### src/pkg/clfmr_defs.svh
// constants for the clock loop filter, enable logic and monitor reference generator
// assumes inclusion by bare name from the design files
`ifndef CLFMR_DEFS_SVH
`define CLFMR_DEFS_SVH

// ----------------------------------------------------------------
// loop filter word
// ----------------------------------------------------------------
`define CLFMR_WORD_RST    12'h800
`define CLFMR_WORD_MAX    12'h9FF
`define CLFMR_DIV_SLOW    4'h9
`define CLFMR_STEP_BIG    8'h20
`define CLFMR_STEP_MID    8'h08
`define CLFMR_STEP_ONE    8'h01

// ----------------------------------------------------------------
// reference dividers
// ----------------------------------------------------------------
`define CLFMR_QUAD_BITS   2
`define CLFMR_LONG_BITS   12
`define CLFMR_STAB_SHORT  16
`define CLFMR_STAB_LONG   4096

`endif

### src/pkg/clfmr_pkg.sv
// types shared by the clock loop filter block
// assumes nothing of its surroundings
package clfmr_pkg;
    // measured frequency error band of the base clock
    typedef enum logic [2:0] {
        CLFMR_ERR_LO_BIG,
        CLFMR_ERR_LO_MID,
        CLFMR_ERR_LO_SMALL,
        CLFMR_ERR_HI_SMALL,
        CLFMR_ERR_HI_MID,
        CLFMR_ERR_HI_BIG
    } clfmr_err_t;

    // role of the long divider
    typedef enum logic {
        CLFMR_LD_STAB,
        CLFMR_LD_REF
    } clfmr_ld_mode_t;
endpackage

### src/pkg/clfmr_ref_if.sv
// signals between the top and the reference divider module
// assumes a single clock domain
`timescale 1ns/1ps
interface clfmr_ref_if;
    logic base_tick;
    logic ext_tick;
    logic long_rst;
    logic long_on_base;
    logic stab_mode;
    logic crystal_enable;
    logic stab_fall;
    logic ext_ref_clk;
    logic int_ref_clk;

    modport top (
        output base_tick, ext_tick, long_rst, long_on_base, stab_mode, crystal_enable,
        input  stab_fall, ext_ref_clk, int_ref_clk
    );
    modport gen (
        input  base_tick, ext_tick, long_rst, long_on_base, stab_mode, crystal_enable,
        output stab_fall, ext_ref_clk, int_ref_clk
    );
endinterface

### src/core/clfmr_refgen.sv
// reference generator: divide-by-four on both clocks, shared long divider
// assumes clock inputs arrive as one-cycle ticks synchronous to clock
`timescale 1ns/1ps
`include "clfmr_defs.svh"
module clfmr_refgen
    import clfmr_pkg::*;
(
    // system
    input  wire logic clock,
    input  wire logic rst,
    // link to top
    clfmr_ref_if.gen  rif
);
    logic [`CLFMR_QUAD_BITS-1:0] quad_base_r;
    logic [`CLFMR_QUAD_BITS-1:0] quad_ext_r;
    logic [`CLFMR_LONG_BITS-1:0] long_r;
    logic                        stab_prev_r;
    logic                        long_tick;
    logic                        base_q_tick;
    logic                        ext_q_tick;
    logic                        stab_clk;
    logic                        long_msb;

    // ----------------------------------------------------------------
    // divide-by-four stages
    // ----------------------------------------------------------------
    // fixed quarter stage
    always_ff @(posedge clock or posedge rst) begin
        if (rst) begin
            quad_base_r <= '0;
            quad_ext_r  <= '0;
        end else begin
            quad_base_r <= quad_base_r + {1'b0, rif.base_tick};
            quad_ext_r  <= quad_ext_r + {1'b0, rif.ext_tick};
        end
    end
    assign base_q_tick = rif.base_tick && (quad_base_r == 2'h3);
    assign ext_q_tick  = rif.ext_tick && (quad_ext_r == 2'h3);

    // ----------------------------------------------------------------
    // long divider
    // ----------------------------------------------------------------
    // stabilize runs on ext clock
    assign long_tick = rif.stab_mode ? rif.ext_tick
                     : (rif.long_on_base ? base_q_tick : ext_q_tick);

    always_ff @(posedge clock or posedge rst) begin
        if (rst) begin
            long_r      <= '0;
            stab_prev_r <= 1'b0;
        end else if (rif.long_rst) begin
            long_r      <= '0;
            stab_prev_r <= 1'b0;
        end else begin
            long_r      <= long_r + {{(`CLFMR_LONG_BITS-1){1'b0}}, long_tick};
            stab_prev_r <= stab_clk;
        end
    end

    assign stab_clk = rif.crystal_enable ? long_r[`CLFMR_LONG_BITS-1] : long_r[3];
    // falling edge marks the end of stabilizing
    assign rif.stab_fall = stab_prev_r && !stab_clk;
    assign long_msb      = long_r[`CLFMR_LONG_BITS-1];

    // long divide ratio on one path, keeps refs at most half
    assign rif.ext_ref_clk = rif.long_on_base ? quad_ext_r[1] : long_msb;
    assign rif.int_ref_clk = rif.long_on_base ? long_msb : quad_base_r[1];
endmodule

### src/core/clfmr_top.sv
// loop filter, oscillator pin enables and clock monitor reference generator
// assumes base and external clocks arrive as ticks synchronous to clock; all
// configuration bits are plain synchronous inputs
`timescale 1ns/1ps
`include "clfmr_defs.svh"
// Contract
// - divider and stage fields form one twelve bit word, signed correction.
// - slow clock subtracts 32, 8 or 1 by error band.
// - fast clock adds 1, 8 or 32 by error band.
// - correction hits stage field; divider takes carry or borrow.
// - out of range divider A to F acts as slowest setting 9.
// - recovery uses normal subtraction; settling at A to F allowed.
// - filter stable asserted when error within five percent.
// - crystal amplifier on only with generator enable and crystal enable.
// - external input path on whenever generator enable is set.
// - with monitor enabled both clocks checked continuously.
// - references derive from external clock and base clock.
// - each reference at most half the other clock.
// - both clocks divided by four; long divider on one.
// - long divider divides by 4096, doubles as stabilization timer.
// - long divider held in reset while generator enable clear.
// - unstable: long divider on ext clock, tap 16 or 4096.
// - falling stabilize edge sets stable flag; divider returns to reference.
// - later stabilize edges never clear the stable flag.
// - inactivity clear returns long divider to stabilizing.
// - generator enable equals on bit and not stop.
// - stable flag clears on enable low or external inactivity.
module clfmr_top
    import clfmr_pkg::*;
(
    // system
    input  wire logic        clock,
    input  wire logic        rst,
    // clocks as ticks
    input  wire logic        base_clk,
    input  wire logic        ext_clk,
    // frequency comparator
    input  wire logic        err_valid,
    input  wire clfmr_err_t  err_band,
    input  wire logic        err_within5,
    // configuration
    input  wire logic        ext_gen_on,
    input  wire logic        clkgen_stop,
    input  wire logic        crystal_enable,
    input  wire logic        slow_crystal_sel,
    input  wire logic        monitor_enable,
    // activity detector
    input  wire logic        ext_inactive,
    // oscillator control
    output logic [3:0]       osc_divider_ctrl,
    output logic [7:0]       osc_stage_ctrl,
    output logic [3:0]       digital_osc_div,
    output logic             filter_stable,
    // pin and path enables
    output logic             ext_gen_enable,
    output logic             amp_enable,
    output logic             osc_out_pin_port,
    output logic             ext_path_enable,
    output logic             osc_in_pin_port,
    // monitor
    output logic             monitor_active,
    output logic             ext_stable_flag,
    output logic             ext_ref_clk,
    output logic             int_ref_clk,
    output logic             stabilize_done
);
    logic [11:0]    word_r;
    logic [11:0]    word_nxt;
    logic           fstab_r;
    logic           gen_en_r;
    logic           amp_r;
    logic           path_r;
    logic           mon_r;
    logic           stable_r;
    logic           stable_nxt;
    logic           ext_ref_clk_r;
    logic           int_ref_clk_r;
    logic           done_r;
    logic           port_out_r;
    logic           port_in_r;
    logic [3:0]     odiv_r;
    logic [7:0]     step;
    logic           step_up;
    logic           gen_en_nxt;
    clfmr_ld_mode_t ld_mode;

    clfmr_ref_if rif();

    // ----------------------------------------------------------------
    // decode
    // ----------------------------------------------------------------
    function automatic logic [7:0] band_step(input clfmr_err_t b);
        case (b)
            CLFMR_ERR_LO_BIG, CLFMR_ERR_HI_BIG:   band_step = `CLFMR_STEP_BIG;
            CLFMR_ERR_LO_MID, CLFMR_ERR_HI_MID:   band_step = `CLFMR_STEP_MID;
            default:                              band_step = `CLFMR_STEP_ONE;
        endcase
    endfunction

    // A to F come from the unclamped word running past 9FF or wrapping below zero; the oscillator has nothing slower than 9
    function automatic logic [3:0] eff_div(input logic [3:0] d);
        eff_div = (d > `CLFMR_DIV_SLOW) ? `CLFMR_DIV_SLOW : d;
    endfunction

    assign step    = band_step(err_band);
    assign step_up = (err_band == CLFMR_ERR_HI_SMALL) || (err_band == CLFMR_ERR_HI_MID)
                  || (err_band == CLFMR_ERR_HI_BIG);
    // twelve bit add carries into divider field; no clamping
    assign word_nxt = !err_valid ? word_r
                    : (step_up ? word_r + {4'h0, step} : word_r - {4'h0, step});

    assign gen_en_nxt = ext_gen_on && !clkgen_stop;

    // clear wins only for loss of enable or inactivity; set otherwise sticks
    assign stable_nxt = (!gen_en_r || ext_inactive) ? 1'b0 : (stable_r || rif.stab_fall);
    // unstable flag puts divider in stabilizing role
    assign ld_mode = stable_r ? CLFMR_LD_REF : CLFMR_LD_STAB;

    // base clock stands for the fast internal clock
    assign rif.base_tick      = base_clk;
    assign rif.ext_tick       = ext_clk;
    assign rif.long_rst       = !gen_en_r;
    // slow crystal moves long divider to base path
    assign rif.long_on_base   = slow_crystal_sel;
    // stabilizing counts raw ext ticks, skipping the quarter stage, so 16 means 16
    assign rif.stab_mode      = (ld_mode == CLFMR_LD_STAB);
    assign rif.crystal_enable = crystal_enable;

    clfmr_refgen u_refgen (
        .clock (clock),
        .rst   (rst),
        .rif   (rif)
    );

    // ----------------------------------------------------------------
    // loop filter
    // ----------------------------------------------------------------
    // one measurement moves the word once; between measurements it holds
    always_ff @(posedge clock or posedge rst) begin
        if (rst) begin
            word_r  <= `CLFMR_WORD_RST;
            fstab_r <= 1'b0;
            odiv_r  <= `CLFMR_DIV_SLOW;
        end else begin
            word_r  <= word_nxt;
            fstab_r <= err_valid ? err_within5 : fstab_r;
            // divider above 9 acts as 9
            odiv_r  <= eff_div(word_nxt[11:8]);
        end
    end

    // ----------------------------------------------------------------
    // enables and monitor
    // ----------------------------------------------------------------
    always_ff @(posedge clock or posedge rst) begin
        if (rst) begin
            gen_en_r <= 1'b0;
            amp_r    <= 1'b0;
            path_r   <= 1'b0;
            mon_r    <= 1'b0;
            stable_r <= 1'b0;
            ext_ref_clk_r   <= 1'b0;
            int_ref_clk_r   <= 1'b0;
            done_r   <= 1'b0;
            port_out_r <= 1'b1;
            port_in_r  <= 1'b1;
        end else begin
            gen_en_r <= gen_en_nxt;
            amp_r    <= gen_en_nxt && crystal_enable;
            path_r   <= gen_en_nxt;
            // monitor checks both clocks while enabled
            mon_r    <= monitor_enable;
            stable_r <= stable_nxt;
            // references held apart from their clocks
            ext_ref_clk_r   <= rif.ext_ref_clk;
            int_ref_clk_r   <= rif.int_ref_clk;
            done_r   <= rif.stab_fall;
            // pins go back to port use whenever their oscillator role is off
            port_out_r <= !(gen_en_nxt && crystal_enable);
            port_in_r  <= !gen_en_nxt;
        end
    end

    assign osc_divider_ctrl = word_r[11:8];
    assign osc_stage_ctrl   = word_r[7:0];
    assign digital_osc_div  = odiv_r;
    assign filter_stable    = fstab_r;
    assign ext_gen_enable   = gen_en_r;
    assign amp_enable       = amp_r;
    assign osc_out_pin_port = port_out_r;
    assign ext_path_enable  = path_r;
    assign osc_in_pin_port  = port_in_r;
    assign monitor_active   = mon_r;
    assign ext_stable_flag  = stable_r;
    assign ext_ref_clk      = ext_ref_clk_r;
    assign int_ref_clk      = int_ref_clk_r;
    assign stabilize_done   = done_r;
endmodule

### config.mk
export PLATFORM = sky130hd
export DESIGN_NAME = clfmr_top
export DESIGN_NICKNAME = d
export VERILOG_FILES = /design/src/pkg/clfmr_pkg.sv /design/src/pkg/clfmr_ref_if.sv /design/src/core/clfmr_refgen.sv /design/src/core/clfmr_top.sv
export VERILOG_INCLUDE_DIRS = /design/src /design/src/pkg
export SDC_FILE = /design/constraint.sdc
export NUM_CORES = 1
export LEC_CHECK = 0
export BUFFER_PORTS_ARGS = -buffer_cell sky130_fd_sc_hd__buf_4
export CAP_MARGIN = 20
export CORE_MARGIN = 1.5
export CORE_UTILIZATION = 45
export CTS_CLUSTER_SIZE = 25
export DETAILED_ROUTE_END_ITERATION = 6
export HOLD_SLACK_MARGIN = 0.12
export PLACE_DENSITY_LB_ADDON = 0.2
export SETUP_SLACK_MARGIN = 0.5
export SLEW_MARGIN = 15
export SYNTH_ARGS = -nofsm -noshare
export SYNTH_HDL_FRONTEND = slang
export SYNTH_SLANG_ARGS = --single-unit
### constraint.sdc
create_clock -name clock -period 3.2 [get_ports clock]
set_input_delay 0.96 -clock clock [delete_from_list [all_inputs] [get_ports clock]]
set_output_delay 0.96 -clock clock [all_outputs]
set_load 0.01 [all_outputs]
==> results.json <==
{
  "period_share": 0.9533,
  "netlist_instances": 215,
  "power_density_mw_per_mm2": 847.7,
  "wl_met1_um": 2074,
  "vdd_drop_max_mv": 0.3935,
  "clk_latency_ns": 0.30,
  "met2_length_um": 2413,
  "final_max_slew_viol_count": 0,
  "coreArea_mm2": 0.004848,
  "io_pins": 42,
  "min_path_cells": 1,
  "cp.required_ns": 3.44,
  "mostFrequentLayoutCells": "62 x buf_4, 38 x dfrtp_1, 14 x xnor2_1",
  "grtUsageTotal": 0.1789,
  "grt-ovfl-total": 0,
  "timing.fmax_mhz": 327.8,
  "place_hpwl_um": 3279,
  "path_clk_slew_ns": 0.08,
  "grt_max_degree": 44,
  "hold_path_end": "u_refgen.quad_ext_r[1]",
  "fin_crit_ns": 3.051,
  "clock_skew_ns": 0.01333,
  "reg2reg_from": "word_r[8]",
  "synthesis.area_mm2": 0.002323,
  "grt_pass1_wl_um": 7562,
  "start_util": 0.4792,
  "fillers": 412,
  "critPathKind": "in2reg",
  "ctsRootBufferMaster": "clkbuf_8",
  "r2r_slack_ns": 0.74,
  "cts_buffer_depth": 2,
  "dr_wl_met3_um": 144,
  "hold_viol": 0,
  "setup_viol": 0,
  "grt_pass1_vias": 1709,
  "top_layer": "met4",
  "syn_avg_cell_area_um2": 10.81,
  "die_w_um": 74.86,
  "holdCritPathClass": "reg2reg",
  "finalPower_w": 0.002702,
  "cts_buffers": 5,
  "routabilityCongestion": 0.8099,
  "ys_ff_latch": 43,
  "io_buffers": 41,
  "worstPathArrival_ns": 3.29,
  "place_ws_ns": -0.2296,
  "seq_area_frac_synth": 0.4658,
  "ys_types": 43,
  "area_growth_pct": 37.21,
  "r2r_cells": 8,
  "synth_nets": 244,
  "ctsHtreeMaxLevel": 2,
  "startpoint_type": "input port",
  "drive_gt1_frac": 0.4235,
  "path_max_fanout": 4,
  "wl_um": 4718,
  "ys_warn_count": 0,
  "cap_violations": 0,
  "cts_tree": "done",
  "antenna_found_initial": 0,
  "antenna_cells": 0,
  "dieArea_mm2": 0.005603,
  "layout_commonest_cell": "buf_4",
  "setup_ws_ns": 0.1493,
  "vias_per_cell": 5.195,
  "route.detailed.drc": 0,
  "whs_ns": 0.4990,
  "leakagePower_nw": 1.492,
  "die_y_um": 74.86,
  "clock_sinks": 43,
  "final_util": 0.6575,
  "fin_setup_tns_ns": 0,
  "rsz0062_at_grt": "yes",
  "outcome": "complete, no violations",
  "worst_slew_pin_slew_ns": 0.5285,
  "drt_iter0_markers": 94,
  "ant_nets": 0,
  "final_nets": 309,
  "hp-start": "u_refgen.quad_ext_r[1]",
  "vias": 1808,
  "firstDrtPassIters": 4,
  "cp-end-kind": "flop",
  "rows": 25,
  "reg2reg_to": "digital_osc_div[0]",
  "slew-limit-headroom": 0.6477,
  "wl_per_cell_um": 13.56
}
==> cells in the mapped netlist, drive strengths merged <==
cell type / n / area share
a211oi: 1 / 0.0032
a21boi: 2 / 0.0065
a21o: 7 / 0.023
a21oi: 8 / 0.017
a221o: 1 / 0.0043
a221oi: 2 / 0.0075
a311oi: 1 / 0.0038
a31oi: 4 / 0.011
and2: 15 / 0.041
and3: 6 / 0.017
and4: 1 / 0.0038
buf: 4 / 0.013
clkbuf: 5 / 0.012
dfrtp: 38 / 0.41
dfstp: 5 / 0.057
ha: 14 / 0.075
inv: 5 / 0.0081
mux2: 9 / 0.044
mux2i: 3 / 0.013
nand2: 12 / 0.019
nand2b: 1 / 0.0027
nand3: 11 / 0.026
nand4: 2 / 0.0054
nor2: 9 / 0.015
nor2b: 6 / 0.016
nor3: 7 / 0.017
nor3b: 3 / 0.0097
nor4: 1 / 0.0027
o211ai: 1 / 0.0032
o21a: 2 / 0.0065
o21ai: 3 / 0.0065
o31ai: 2 / 0.0065
or4: 1 / 0.0048
xnor2: 16 / 0.064
xor2: 7 / 0.026
==> final cells by class <==
class                   instances  area (µm²)  share of cell area
flip-flops and latches         43        1082              0.3395
inverters                       5       18.77            0.005887
multi-input cells             158        1371              0.4301
clock inverters                 1       30.03            0.009419
well taps                      67       83.83             0.02630
repair buffers                 67       525.5              0.1648
clock buffers                   7       76.32             0.02394
==> layer usage <==
metal,global-route usage,up-vias
met4,0.07475,0
li1,-,884
met3,0.04150,9
met5,0,-
met2,0.2999,30
met1,0.2221,885
==> how the worst max path moves through the flow <==
stage	start	end	slack (ns)	cells after the start
final	err_band[2]	digital_osc_div[0]	0.15	11
after global routing	err_band[2]	digital_osc_div[0]	0.06	11
after CTS	err_band[2]	digital_osc_div[0]	0.18	11
after detailed placement	err_band[2]	digital_osc_div[0]	-0.23	11
after global placement	err_band[2]	digital_osc_div[0]	-0.19	11
after floorplan	err_band[1]	digital_osc_div[0]	-0.10	11
==> through the flow <==
step | instance area (µm²) | std cells
detailed placement | 2889 | 338
global route | 3188 | 348
CTS | 3095 | 348
global placement | 2889 | 338
floorplan | 2402 | 215
finish | 3188 | 348
==> power breakdown <==
part	internal (W)	switching, W	leakage, nW
clock	0.000234	0.000181	0.0524
combinational	0.000793	0.000652	0.904
sequential	0.000703	0.000141	0.536
total	0.00173	0.000973	1.49
==> kinds of logic after synthesis <==
logic type                 after synthesis  synth area share
and+or+nand+nor                         75            0.1799
DFF                                     43            0.4658
AOI/OAI and AO/OA                       34           0.09854
xor gates and xnor gates                23           0.08993
buffers and inverters                   14           0.03392
adders and majority gates               14           0.07539
muxes                                   12           0.05654
==> registers in the layout (all words and copies together), names as in the netlist, 2 cells and up <==
signal / flops
u_refgen.quad_base_r: 2
word_r: 12
u_refgen.long_r: 12
u_refgen.quad_ext_r: 2
digital_osc_div: 4
==> worst max-delay path, stage by stage <==
cell     delay, ns
buf_8         0.10
nor2b_4       0.15
mux2i_1       0.10
ha_1          0.33
a21o_1        0.21
a221o_1       0.34
a21o_1        0.17
or4_4         0.54
nand3_4       0.10
xnor2_4       0.14
a21o_1        0.15
==> what timing repair did <==
item | in CTS | in global routing
setup endpoints to repair | 9 | 9
buffers inserted | 2 | 0
hold buffers | 0 | 0
gates resized for setup | 16 | 19
pin swaps | 11 | 11
Power figures use the tool's default switching activity.
